===== src/hdl/hare_pkg.sv =====
// package: constants for the attribute record encoder
// assumes: single 25 MHz clock, synchronous active-high reset
`default_nettype none
package hare_pkg;
  localparam int ENTRY_BYTES          = 12;
  localparam int MAX_ENTRIES          = 30;
  localparam int TABLE_FIRST_BYTE     = 2;
  localparam int TABLE_LAST_BYTE      = 361;
  localparam int NUM_SUPPORTED        = 19;
  // entry field positions (byte index within entry)
  localparam int POS_ID               = 0;
  localparam int POS_FLAG_LO          = 1;
  localparam int POS_FLAG_HI          = 2;
  localparam int POS_NORM             = 3;
  localparam int POS_WORST            = 4;
  localparam int POS_RAW_LO           = 5;
  localparam int POS_RAW_HI           = 10;
  localparam int POS_RSVD             = 11;
  localparam int RAW_BYTES            = 6;
  // flag bits
  localparam int FLAG_PREFAIL         = 0;
  localparam int FLAG_ONLINE          = 1;
  localparam int FLAG_PERF            = 2;
  localparam int FLAG_ERRRATE         = 3;
  localparam int FLAG_EVENT           = 4;
  localparam int FLAG_SELFPRES        = 5;
  localparam logic [15:0] FLAG_USED_MASK = 16'h003F;
  // normalized value codes
  localparam logic [7:0] NORM_MIN     = 8'h01;
  localparam logic [7:0] NORM_MAX     = 8'hFD;
  localparam logic [7:0] NORM_INIT    = 8'h64;
  localparam logic [7:0] NORM_UNUSED  = 8'h00;
  localparam logic [7:0] WORST_MAX    = 8'hFE;
  localparam logic [7:0] ID_UNUSED    = 8'h00;
  localparam logic [7:0] RSVD_BYTE    = 8'h00;
  localparam logic [47:0] RAW_SAT     = 48'hFFFF_FFFF_FFFF;
  // off-line status
  localparam int OFL_AUTO_BIT         = 7;
  localparam logic [6:0] OFL_NEVER    = 7'h00;
  localparam logic [6:0] OFL_DONE     = 7'h02;
  localparam logic [6:0] OFL_BUSY     = 7'h03;
  localparam logic [6:0] OFL_SUSP     = 7'h04;
  localparam logic [6:0] OFL_ABORT_CMD = 7'h05;
  localparam logic [6:0] OFL_ABORT_ERR = 7'h06;
  localparam logic [7:0] SEG_TOTAL_DEF = 8'h01;
  localparam logic [7:0] SEG_ZERO     = 8'h00;
  localparam logic [7:0] ONE8         = 8'h01;
  // supported identifiers, one per counter slot
  localparam logic [7:0] SUP_IDS [NUM_SUPPORTED] = '{
    8'h05, 8'h09, 8'h0C, 8'hB1, 8'hB3, 8'hB4, 8'hB5, 8'hB6, 8'hB7, 8'hB8,
    8'hBB, 8'hBE, 8'hC3, 8'hC7, 8'hCA, 8'hEB, 8'hF1, 8'hF2, 8'hFA};
  typedef enum logic [1:0] {HARE_IDLE, HARE_RUN, HARE_HOLD} hare_ofl_st_t;
endpackage : hare_pkg
`default_nettype wire


===== src/hdl/hare_top.sv =====
// attribute record encoder: serves health structure bytes on request
// assumes: host logic reads one byte per cycle by index; events are pulses
`default_nettype none
module hare_top
  import hare_pkg::*;
#(
  parameter logic [7:0] SEG_TOTAL = SEG_TOTAL_DEF,
  // per-slot flag words, one 16-bit word per supported identifier
  parameter logic [NUM_SUPPORTED*16-1:0] SLOT_FLAGS = '0
)(
  input  wire logic                     CLK_I,
  input  wire logic                     RST_I,
  input  wire logic [NUM_SUPPORTED-1:0] RAW_INC_I,
  input  wire logic [NUM_SUPPORTED-1:0] NORM_WR_I,
  input  wire logic [7:0]               NORM_I,
  input  wire logic                     AUTO_EN_I,
  input  wire logic                     OFL_START_I,
  input  wire logic                     OFL_SEG_DONE_I,
  input  wire logic                     OFL_SUSPEND_I,
  input  wire logic                     OFL_ABORT_CMD_I,
  input  wire logic                     OFL_FATAL_I,
  input  wire logic                     RD_I,
  input  wire logic [8:0]               RD_ADDR_I,
  output logic                          RD_VALID_O,
  output logic [7:0]                    RD_DATA_O,
  output logic [7:0]                    OFL_STATUS_O,
  output logic [7:0]                    SEG_PTR_O
);
  // ****************************************************************
  // attribute slots
  // ****************************************************************
  logic [47:0] raw_w   [NUM_SUPPORTED];
  logic [7:0]  norm_w  [NUM_SUPPORTED];
  logic [7:0]  worst_w [NUM_SUPPORTED];

  for (genvar g = 0; g < NUM_SUPPORTED; g++) begin : g_slot
    hare_slot u_slot (
      .clk_i     (CLK_I),
      .rst_i     (RST_I),
      .raw_inc_i (RAW_INC_I[g]),
      .norm_wr_i (NORM_WR_I[g]),
      .norm_i    (NORM_I),
      .raw_o     (raw_w[g]),
      .norm_o    (norm_w[g]),
      .worst_o   (worst_w[g])
    );
  end

  // ****************************************************************
  // state
  // ****************************************************************
  typedef struct packed {
    hare_ofl_st_t st;
    logic [6:0]   code;
    logic [7:0]   seg;
    logic         auto_en;
    logic         rd_v;
    logic [7:0]   rd_d;
  } hare_top_st_t;

  hare_top_st_t st_ff;
  hare_top_st_t nxt_st;

  // ****************************************************************
  // byte encoder for the attribute table
  // ****************************************************************
  function automatic logic [7:0] entry_byte(input logic [8:0] addr,
                                            input logic [47:0] raw,
                                            input logic [7:0] nv,
                                            input logic [7:0] wv,
                                            input logic [15:0] fl,
                                            input logic [7:0] id);
    logic [3:0] pos;
    logic [8:0] off;
    off = addr - 9'(TABLE_FIRST_BYTE);
    pos = 4'(off % 9'(ENTRY_BYTES));
    entry_byte = RSVD_BYTE;
    unique case (pos)
      4'(POS_ID):      entry_byte = id;
      4'(POS_FLAG_LO): entry_byte = fl[7:0];
      4'(POS_FLAG_HI): entry_byte = fl[15:8];
      4'(POS_NORM):    entry_byte = nv;
      4'(POS_WORST):   entry_byte = wv;
      4'(POS_RSVD):    entry_byte = RSVD_BYTE;
      default:         entry_byte = raw[8*(pos-4'(POS_RAW_LO)) +: 8];
    endcase
  endfunction

  logic [8:0]  off_w;
  logic [4:0]  ent_w;
  logic [15:0] flag_w;
  logic [7:0]  tbl_byte;

  always_comb begin
    off_w    = RD_ADDR_I - 9'(TABLE_FIRST_BYTE);
    ent_w    = 5'(off_w / 9'(ENTRY_BYTES));
    flag_w   = '0;
    tbl_byte = RSVD_BYTE;
    // unpopulated entries beyond the supported set read as all zero
    if (ent_w < 5'(NUM_SUPPORTED)) begin
      flag_w   = SLOT_FLAGS[16*ent_w +: 16] & FLAG_USED_MASK;
      tbl_byte = entry_byte(RD_ADDR_I, raw_w[ent_w], norm_w[ent_w], worst_w[ent_w],
                            flag_w, SUP_IDS[ent_w]);
    end
  end

  // ****************************************************************
  // off-line collection tracker and read port
  // ****************************************************************
  always_comb begin
    nxt_st         = st_ff;
    nxt_st.auto_en = AUTO_EN_I;
    unique case (st_ff.st)
      HARE_IDLE, HARE_HOLD: begin
        if (OFL_START_I) begin
          nxt_st.st   = HARE_RUN;
          nxt_st.code = OFL_BUSY;
          // a suspended run resumes where it stopped
          if (st_ff.code != OFL_SUSP) nxt_st.seg = SEG_ZERO;
        end
      end
      HARE_RUN: begin
        // fatal error outranks interruption, which outranks progress
        if (OFL_FATAL_I) begin
          nxt_st.st   = HARE_HOLD;
          nxt_st.code = OFL_ABORT_ERR;
        end else if (OFL_ABORT_CMD_I) begin
          nxt_st.st   = HARE_HOLD;
          nxt_st.code = OFL_ABORT_CMD;
        end else if (OFL_SUSPEND_I) begin
          nxt_st.st   = HARE_HOLD;
          nxt_st.code = OFL_SUSP;
        end else if (OFL_SEG_DONE_I) begin
          nxt_st.seg = st_ff.seg + ONE8;
          if (st_ff.seg + ONE8 >= SEG_TOTAL) begin
            nxt_st.seg  = SEG_TOTAL;
            nxt_st.st   = HARE_HOLD;
            nxt_st.code = OFL_DONE;
          end
        end
      end
    endcase

    nxt_st.rd_v = RD_I;
    nxt_st.rd_d = st_ff.rd_d;
    if (RD_I) begin
      nxt_st.rd_d = '0;
      if (RD_ADDR_I >= 9'(TABLE_FIRST_BYTE) && RD_ADDR_I <= 9'(TABLE_LAST_BYTE))
        nxt_st.rd_d = tbl_byte;
    end

    if (RST_I) begin
      nxt_st.st      = HARE_IDLE;
      nxt_st.code    = OFL_NEVER;
      nxt_st.seg     = SEG_ZERO;
      nxt_st.auto_en = 1'b0;
      nxt_st.rd_v    = 1'b0;
      nxt_st.rd_d    = '0;
    end
  end

  always_ff @(posedge CLK_I) begin
    st_ff <= nxt_st;
  end

  assign RD_VALID_O   = st_ff.rd_v;
  assign RD_DATA_O    = st_ff.rd_d;
  assign OFL_STATUS_O = {st_ff.auto_en, st_ff.code};
  assign SEG_PTR_O    = st_ff.seg;

  AST_DONE_SEG: assert property (@(posedge CLK_I) disable iff (RST_I)
    OFL_STATUS_O[6:0] == OFL_DONE |-> SEG_PTR_O == SEG_TOTAL)
    else $error("done reported with segments outstanding");
  AST_AUTO_BIT: assert property (@(posedge CLK_I) disable iff (RST_I)
    ##1 OFL_STATUS_O[OFL_AUTO_BIT] == $past(AUTO_EN_I))
    else $error("auto collection bit wrong");
  AST_START_BUSY: assert property (@(posedge CLK_I) disable iff (RST_I)
    st_ff.st != HARE_RUN && OFL_START_I |=> OFL_STATUS_O[6:0] == OFL_BUSY)
    else $error("start did not report in progress");
  AST_FATAL_CODE: assert property (@(posedge CLK_I) disable iff (RST_I)
    st_ff.st == HARE_RUN && OFL_FATAL_I |=> OFL_STATUS_O[6:0] == OFL_ABORT_ERR)
    else $error("fatal abort not reported");
  AST_RSVD_ZERO: assert property (@(posedge CLK_I) disable iff (RST_I)
    RD_I && RD_ADDR_I >= 9'(TABLE_FIRST_BYTE) && RD_ADDR_I <= 9'(TABLE_LAST_BYTE)
    && ((RD_ADDR_I - 9'(TABLE_FIRST_BYTE)) % 9'(ENTRY_BYTES)) == 9'(POS_RSVD)
    |=> RD_VALID_O && RD_DATA_O == RSVD_BYTE)
    else $error("reserved entry byte not zero");
  AST_FLAG_HI_RSVD: assert property (@(posedge CLK_I) disable iff (RST_I)
    RD_I && RD_ADDR_I >= 9'(TABLE_FIRST_BYTE) && RD_ADDR_I <= 9'(TABLE_LAST_BYTE)
    && ((RD_ADDR_I - 9'(TABLE_FIRST_BYTE)) % 9'(ENTRY_BYTES)) == 9'(POS_FLAG_HI)
    |=> RD_DATA_O[7:6] == 2'h0 && RD_DATA_O[7:0] == 8'h00)
    else $error("reserved flag bits set");
  AST_ID_FIRST: assert property (@(posedge CLK_I) disable iff (RST_I)
    RD_I && RD_ADDR_I == 9'(TABLE_FIRST_BYTE) |=> RD_DATA_O == SUP_IDS[0])
    else $error("first identifier wrong");
  AST_RD_VALID: assert property (@(posedge CLK_I) disable iff (RST_I)
    RD_I |=> RD_VALID_O)
    else $error("read request not answered");
  AST_RD_QUIET: assert property (@(posedge CLK_I) disable iff (RST_I)
    !RD_I |=> !RD_VALID_O)
    else $error("read valid without request");
  AST_OUTSIDE_ZERO: assert property (@(posedge CLK_I) disable iff (RST_I)
    RD_I && (RD_ADDR_I < 9'(TABLE_FIRST_BYTE) || RD_ADDR_I > 9'(TABLE_LAST_BYTE))
    |=> RD_DATA_O == RSVD_BYTE)
    else $error("byte outside attribute table not zero");
  // entries past the supported set must look unused to the host
  AST_UNSUP_ZERO: assert property (@(posedge CLK_I) disable iff (RST_I)
    RD_I && RD_ADDR_I >= 9'(TABLE_FIRST_BYTE + ENTRY_BYTES * NUM_SUPPORTED)
    && RD_ADDR_I <= 9'(TABLE_LAST_BYTE)
    |=> RD_DATA_O == ID_UNUSED)
    else $error("entry beyond supported set not empty");
  // stray segment or abort pulses outside a run must not move the pointer
  AST_SEG_IDLE: assert property (@(posedge CLK_I) disable iff (RST_I)
    st_ff.st != HARE_RUN && !OFL_START_I |=> $stable(SEG_PTR_O))
    else $error("segment pointer moved while idle");
endmodule // hare_top
`default_nettype wire


===== src/hdl/hare_slot.sv =====
// one attribute slot: raw counter, normalized and worst values
// assumes: update strobes synchronous to CLK_I, one per event
`default_nettype none
module hare_slot
  import hare_pkg::*;
(
  input  wire logic        clk_i,
  input  wire logic        rst_i,
  input  wire logic        raw_inc_i,
  input  wire logic        norm_wr_i,
  input  wire logic [7:0]  norm_i,
  output logic [47:0]      raw_o,
  output logic [7:0]       norm_o,
  output logic [7:0]       worst_o
);
  typedef struct packed {
    logic [47:0] raw;
    logic [7:0]  norm;
    logic [7:0]  worst;
  } hare_slot_st_t;

  hare_slot_st_t st_ff;
  hare_slot_st_t nxt_st;
  logic [7:0]    clip;

  always_comb begin
    nxt_st = st_ff;
    clip   = norm_i;
    // out-of-range writes are clamped rather than dropped
    if (clip < NORM_MIN) clip = NORM_MIN;
    if (clip > NORM_MAX) clip = NORM_MAX;
    // counter sticks at all ones once saturated
    if (raw_inc_i && (st_ff.raw != RAW_SAT)) nxt_st.raw = st_ff.raw + 48'h1;
    if (norm_wr_i) begin
      nxt_st.norm = clip;
      if (clip < st_ff.worst) nxt_st.worst = clip;
    end
    if (rst_i) begin
      nxt_st.raw   = '0;
      nxt_st.norm  = NORM_INIT;
      nxt_st.worst = NORM_INIT;
    end
  end

  always_ff @(posedge clk_i) begin
    st_ff <= nxt_st;
  end

  assign raw_o   = st_ff.raw;
  assign norm_o  = st_ff.norm;
  assign worst_o = st_ff.worst;

  AST_WORST_NEVER_RISES: assert property (@(posedge clk_i) disable iff (rst_i)
    ##1 !$past(rst_i) |-> worst_o <= $past(worst_o))
    else $error("worst value rose");
  AST_NORM_RANGE: assert property (@(posedge clk_i) disable iff (rst_i)
    norm_o >= NORM_MIN && norm_o <= NORM_MAX)
    else $error("normalized value out of range");
  AST_WORST_RANGE: assert property (@(posedge clk_i) disable iff (rst_i)
    worst_o >= NORM_MIN && worst_o <= WORST_MAX && worst_o >= 8'h01)
    else $error("worst value out of range");
  AST_RAW_SAT: assert property (@(posedge clk_i) disable iff (rst_i)
    raw_o == RAW_SAT |=> raw_o == RAW_SAT)
    else $error("saturated raw counter moved");
  AST_RAW_INC: assert property (@(posedge clk_i) disable iff (rst_i)
    raw_inc_i && raw_o != RAW_SAT |=> raw_o == $past(raw_o) + 48'h1)
    else $error("raw counter missed an increment");
endmodule // hare_slot
`default_nettype wire


===== config.mk =====
export PLATFORM = sky130hd
export DESIGN_NAME = hare_top
export DESIGN_NICKNAME = d
export VERILOG_FILES = /design/src/hdl/hare_pkg.sv /design/src/hdl/hare_top.sv /design/src/hdl/hare_slot.sv
export SDC_FILE = /design/constraint.sdc
export NUM_CORES = 2
export LEC_CHECK = 0
export BUFFER_PORTS_ARGS = -buffer_cell sky130_fd_sc_hd__buf_4
export CAP_MARGIN = 25
export CORE_ASPECT_RATIO = 0.8
export CORE_MARGIN = 2
export CORE_UTILIZATION = 37
export DETAILED_ROUTE_END_ITERATION = 12
export SYNTH_ARGS = -nofsm -noshare
export SYNTH_HDL_FRONTEND = slang
export SYNTH_HIERARCHICAL = 1
export SYNTH_SLANG_ARGS = --single-unit

===== constraint.sdc =====
create_clock -name CLK_I -period 13 [get_ports CLK_I]
set_clock_uncertainty 0.05 [all_clocks]
set_input_delay 1.3 -clock CLK_I [delete_from_list [all_inputs] [get_ports CLK_I]]
set_output_delay 1.3 -clock CLK_I [all_outputs]
set_load 0.02 [all_outputs]

---- Word-level counts from Yosys, hierarchy flattened ----
Memories as Yosys holds them, arrays and structs flattened.
Cells that the tools add are included.
cells by class
  $lt $le $gt $ge ......................... 26
  bitwise logic cells ..................... 1
  add/sub/neg operators ................... 22
  div/mod/pow operators ................... 2
  mux-type cells .......................... 27
  reduce and logical (&&, ||, !) cells .... 45
  eq/ne operators ......................... 35
  shift-type cells ........................ 2
operator list
  operator                                                       count
  adder 48 x 1 -> 48 bit (second input constant)                 19
  inequality test 48 bit (second input constant)                 19
  variable part select 304 x 10 -> 6 bit (first input constant)  1
  binary-select mux 48 bit (select 5 bit)                        1
  less-than comparator 8 bit                                     19
  two-way mux 8 bit                                              14
  two-way mux 48 bit                                             2
  binary-select mux 8 bit (select 5 bit)                         2
  two-way mux 17 bit                                             3
  variable part select 48 x 33 -> 8 bit                          1
  one-hot mux 8 bit (5 select lines)                             1
  AND reduction 2 bit                                            19
  one-hot mux 17 bit (2 select lines)                            1
  two-way mux 9 bit                                              3
  logical AND 1 bit                                              20
  inequality test 2 bit (second input constant)                  6
  inequality test 5 bit (second input constant)                  2
  divider 9 x 4 -> 9 bit (second input constant)                 1
  >= comparator 9 x 2 -> 1 bit (second input constant)           1
  <= comparator 9 bit (second input constant)                    1
  remainder unit 9 x 4 -> 9 bit (second input constant)          1
  subtractor 9 x 2 -> 9 bit (second input constant)              1
  adder 8 x 1 -> 8 bit (second input constant)                   1
  equality test 4 x 2 -> 1 bit (second input constant)           2
  other kinds (18)                                               19
word-level totals
  output and inout bits ................... 25
  bits in read-only memories .............. 256
  logic and storage cells ................. 224
  bits in registers ....................... 1243
  memories kept ........................... 1
  input port bits ......................... 64
memory list
  memory            words  bits a word  read ports  clocked after memory_dff  write ports  line             text
  (name not given)  32     8            1           0                         0            hare_top.sv:103  flag_w, SUP_IDS[ent_w]);

---- Longest topological paths before layout ----
  depth after elaboration ................. 10
  mapped depth ............................ 21
  depth with buffers taken out ............ 17

---- Hierarchy ----
Netlist, hierarchy kept.
modules (own cells, without submodules)
  module     area each (sq um)  instances  cells each  sequential area each (sq um)
  hare_slot  3538.4             19         416         1281.2
  hare_top   13972.2            1          2496        460.4

---- Worst setup path after synthesis ----
OpenSTA, ideal clock, no wires.
  path kind ............................... in2reg
  start point ............................. input port RD_ADDR_I[1]
  end point ............................... register st_ff, in the netlist RD_DATA_O[2]
  required time ........................... 12.855 ns
  library setup time ...................... 0.095 ns
  data arrival time ....................... 5.123 ns
  stages on the path ...................... 20
  path slack .............................. 7.731 ns
  path buffers ............................ 4
  cells stage by stage .................... inv_1 -> ha_1 -> or3b_1 -> buf_2 -> a21o_1 -> a221oi_2 -> and3_1 -> o21ai_0 -> o221a_2 -> inv_2 -> buf_2 -> buf_2 -> buf_1 -> ha_1 -> nor3_1 -> a211oi_1 -> a21oi_1 -> o211ai_1 -> o31ai_1 -> a221oi_1
between the ends
  longest elaborated chain between the ends .. 10
  elaborated cells between the ends (all ways) .. 33
  those cells by class .................... add/sub (2); div (2); order compare (3); eq/ne (5); shift (2); mux (14); bitwise (1); reduce/logical (3); memory (1)
RTL lines
  item                                                    line                              text
  start: declaration                                      hare_top.sv:23                    input wire logic [8:0] RD_ADDR_I,
  subtractor 9 x 2 -> 9 bit                               hare_top.sv:75, hare_top.sv:95
  divider 9 x 4 -> 9 bit                                  hare_top.sv:96                    ent_w = 5'(off_w / 9'(ENTRY_BYTES));
  NOT 5 -> 6 bit (implied by the code)                    hare_top.sv:102, hare_top.sv:103
  binary-select mux 48 bit (select 5 bit)                 hare_top.sv:102                   tbl_byte = entry_byte(RD_ADDR_I, raw_w[ent_w], norm_w[ent_w], worst_w[ent_w],
  two-way mux 48 bit (implied by the code) (2 in series)  hare_top.sv:102
  variable part select 48 x 33 -> 8 bit                   hare_top.sv:85                    default: entry_byte = raw[8*(pos-4'(POS_RAW_LO)) +: 8];
  one-hot mux 8 bit (5 select lines)                      hare_top.sv:78                    unique case (pos)
  two-way mux 8 bit                                       hare_top.sv:100                   if (ent_w < 5'(NUM_SUPPORTED)) begin
  two-way mux 8 bit *                                     hare_top.sv:148                   if (RD_ADDR_I >= 9'(TABLE_FIRST_BYTE) && RD_ADDR_I <= 9'(TABLE_LAST_BYTE))
  end signal: assignment                                  hare_top.sv:163                   st_ff <= nxt_st;
  end: declaration                                        hare_top.sv:61                    hare_top_st_t st_ff;
Every way passes the cells marked *; elsewhere a longest branch is shown, timed or not. The select of a mux whose other input is x is not followed.
A chain may end at the register's enable or synchronous reset.

---- Final worst setup path ----
  start point ............................. input port RD_ADDR_I[1]
  end point ............................... register st_ff, in the netlist RD_DATA_O[4]
Same word-level chain as after synthesis.

==> run summary <==
The critical-path maximum fanout came out at 57. The clock transition at the registers of the reported paths was 0.06 ns. For this design the static power due to leakage is 29.83 nW. The tools report the clock latency on the worst-skew pair as 0.83 ns. Critical path startpoint category: an input port.

The largest single stage delay on the critical path is 1.30 ns. The depth of the CTS H-tree came out at 4. The starting utilization of the core area was 0.3731; the highest achievable clock rate was 112.0 MHz. The run gives 4 as the buffer levels on the longest clock path. The total number of placement rows is 153.

In this run the cell area of the synthesized design comes to 81200 sq um. The flow ran to the end, and the final reports show no timing, DRC or antenna violations. The floorplan die height came out at 423.0 um. The setup-violating endpoint count in the final report came out at 0. After detailed routing, the number of remaining DRC violations is 0.

The placed instances occupy a cell area of 82440 sq um. The first global-routing pass estimated 509.7 mm of wire. A synthesized cell averages 7.808 sq um. The count of instances resized after the clock tree is built is 0, and the number of flops mapped to enable cells by yosys is 0. The logs give 0 for the max-slew violation count and 0.006919 W for the cell-internal power. The layout overhead on the synthesized area came out at 7.758%. The sequential-to-total area share from yosys stat was 0.3055. Once the clock tree was built, the setup fixing pass inserted 0 buffers. The most common cell in the synthesized netlist is nand2_1. From left edge to right edge, the die measures 527.8 um.

The routed layout has 84.61k vias. The final cycle utilization of the critical path was 0.6871; the power dissipated by switching net loads was 0.003390 W. The async set or reset register ratio after synthesis was 0.

The clock period could shrink to 8.932 ns. TritonCTS built the clock tree. The net count of the finished layout is 10.17k.

The tools report the number of routed nets with antenna violations as 0. The clock sink count is 1239. The synthesized design contains 1239 register bits.

The total overflow left after global routing is 0. During I/O placement, the number of pins put on the boundary was 89. The logs give 0 for the number of endpoints with negative hold slack in the final report and 254.5 mm for the post-detailed-placement half-perimeter wirelength. Among the stages of the critical path, the cell type that occurs most often is buf_4.

Sorting the synthesized cells by area gives the leading types as dfxtp_1, nand2_1, mux2i_1. Library cell occupying the most area in the post-synthesis netlist: dfxtp_1. The initial antenna violation count was 32; the routability congestion estimate from global placement was 1.028. The share of layout cells above drive strength 1 was 0.07896; the final wirelength was 350.8 mm. The reported max-cap violation count came out at 0. The clock root buffer master was clkbuf_16. For the final routed database, the setup TNS stands at 0 ns. The portion of total power attributed to sequential cells was 0.383; the peak supply drop was 0.00008973 V. The tools report the CTS buffer count as 153.

The netlist uses 101 different library cells. During placement, the flow inserted port buffers numbering 84. The worst setup path is captured at a flip-flop.

Post-detailed-route via-to-cell ratio: 6.547. The worst setup path is of the in -> reg kind. The path class of the tightest hold or removal check is reg -> reg.

The placeable core region is 217700 sq um, and the portion of total power attributed to combinational logic is 0.191. The most instantiated flip-flop cell in the synthesis netlist is dfxtp_1. The pre-antenna-repair detailed-routing pass consisted of 6 iterations. The required time at the worst-slack endpoint came out at 13.71 ns.

The part of the power in the clock network is 0.426. The run gives 75.35k as the via count of the first global-routing pass. The net switching fraction of the power came out at 0.3289. The run gives 0.1486 as the tightest slew margin relative to the limit.

Yosys printed 6 warnings. The pin count of the biggest net entering global routing was 212. The top-area cell type share of the netlist area came out at 0.3055.

The areal power density over the cells works out to 117.8 nW/um^2. The cell count after synthesis came out at 10.40k. Counting instances in the post-synthesis netlist gives the leading cell types as nand2_1, dfxtp_1, a21oi_1, nor2_1, nand3_1. Setup repair after global routing left no endpoint under its margin. Walking the worst path, the cells encountered are buf_4 > inv_1 > ha_1 > nor3b_2 > mux2i_1 > o211ai_1 > o2bb2ai_1 > nand2_1 > o221a_4 > buf_4 > buf_4 > mux2i_1 > a32oi_1 > nand4_1 > nor3_1 > o311ai_1 > o31ai_1 > o311a_1. The first routing iteration left 12.26k violations.

The run gives 9.65 ns as the data arrival time of the critical path. The number of hold buffers added after CTS was 0. The detailed-route wire length per cell was 27.15 um; the die footprint was 223300 sq um.

Once layout is done, the placed cells without fillers occupy 87500 sq um. The worst hold slack was 0.4225 ns; the worst-margin pin slew was 1.267 ns. The aggregate global-route resource usage came out at 0.2986. The slowest stage of the critical path is the nor3_1 cell.
-- worst max-delay path, delay by kind of cell --
| family | cells | cell delay [ns] |
|---|---|---|
| AND/OR/NAND/NOR | 4 | 3.13 |
| AO/OA/AOI/OAI | 7 | 2.38 |
| adder cells (fa/ha/maj) | 1 | 0.59 |
| multiplexers | 2 | 0.35 |
| buffers and inverters | 4 | 1.78 |
-- power groups by stage --
stage	sequential [W]	combinational, W	clock [W]
6_report	0.00395	0.00197	0.00439
5_1_grt	0.00395	0.00202	0.00459
4_1_cts	0.00395	0.00189	0.00444
3_5_place_dp	0.00403	0.00188	0
3_3_place_gp	0.00403	0.00186	0
2_1_floorplan	0.00399	0.00109	0
-- path summary, 6_finish.rpt --
check | to | cells after the start | start | slack, ns
max | RD_DATA_O[4] | 18 | RD_ADDR_I[1] | 4.07
min | g_slot[0].u_slot/norm_o[5] | 2 | g_slot[0].u_slot/norm_o[5] | 0.42
max reg2reg | RD_DATA_O[4] | 7 | g_slot[3].u_slot/raw_o[12] | 9.01
min reg2reg | g_slot[0].u_slot/norm_o[5] | 2 | g_slot[0].u_slot/norm_o[5] | 0.42
-- cells by family after synthesis --
| family | count (synthesis) | share of synthesized area |
|---|---|---|
| AND/OR/NAND/NOR | 4992 | 0.3342 |
| buffers and inverters | 1131 | 0.06524 |
| other | 1 | 0.00004618 |
| adder cells (fa/ha/maj) | 169 | 0.02601 |
| XOR/XNOR | 6 | 0.0008167 |
| multiplexers | 656 | 0.08509 |
| flip-flops | 1239 | 0.3055 |
| AO/OA/AOI/OAI | 2206 | 0.1831 |
-- metal layers --
metal	track usage	share of wire
met1	0.4250	0.44
met2	0.4216	0.40
met3	0.07989	0.11
met4	0.1188	0.046
met5	0	0.00042
-- layout make-up --
class | count | area, sq um
clock buffer | 215 | 4373
sequential | 1239 | 24800
multi-input combinational | 8033 | 51240
fill | 22010 | 130200
antenna | 14 | 35.03
tap | 2867 | 3587
inverter | 288 | 1091
clock inverter | 43 | 554.3
timing repair buffer | 225 | 1821
-- through the flow --
step,util,instances,power (W),setup slack (ns)
6_report,0.4020,12920,0.01031,4.068
5_1_grt,0.4019,12920,0.01057,4.142
4_1_cts,0.4014,12900,0.01027,4.712
3_5_place_dp,0.3788,12650,0.005909,3.863
3_3_place_gp,0.3785,12640,0.005889,3.820
2_1_floorplan,-,10400,0.005085,7.731
-- state kept, by name, indices dropped and copies added, names as in the netlist --
register / flops
g_slot.u_slot/norm_o: 152
st_ff: 2
OFL_STATUS_O: 4
RD_DATA_O: 8
RD_VALID_O: 1
g_slot.u_slot/worst_o: 152
SEG_PTR_O: 8
g_slot.u_slot/raw_o: 912
-- cells in the final DEF, fill, tap and decap left out, types with 40 or more instances in the layout --
cell       synthesis  final
o41ai_1          136    136
and2_1            96     96
nand4_1          302    302
nand2_1         1580   1580
or2_2            118    118
nor2b_1          217    217
buf_4             54    207
a211oi_1          63     63
nand3_1          536    536
a21oi_1          700    698
and3_1           142    142
dfxtp_1         1239   1239
o31ai_1          352    352
o21a_1            40     40
or4_1            361    361
ha_1             168    168
mux2_2            64     64
nor3_1           194    191
clkbuf_16          0    154
o21ai_0          249    249
or3_1            174    174
o311ai_1          96     97
nor2_1           640    638
a31oi_1          100    100
and4_1           115    111
nor3b_1           58     58
o311ai_0          42     41
inv_1            285    285
mux2_1           190    190
mux2i_1          400    399
nor4_1           258    258
o31a_1            43     43
Power figures use the tool's default switching activity.
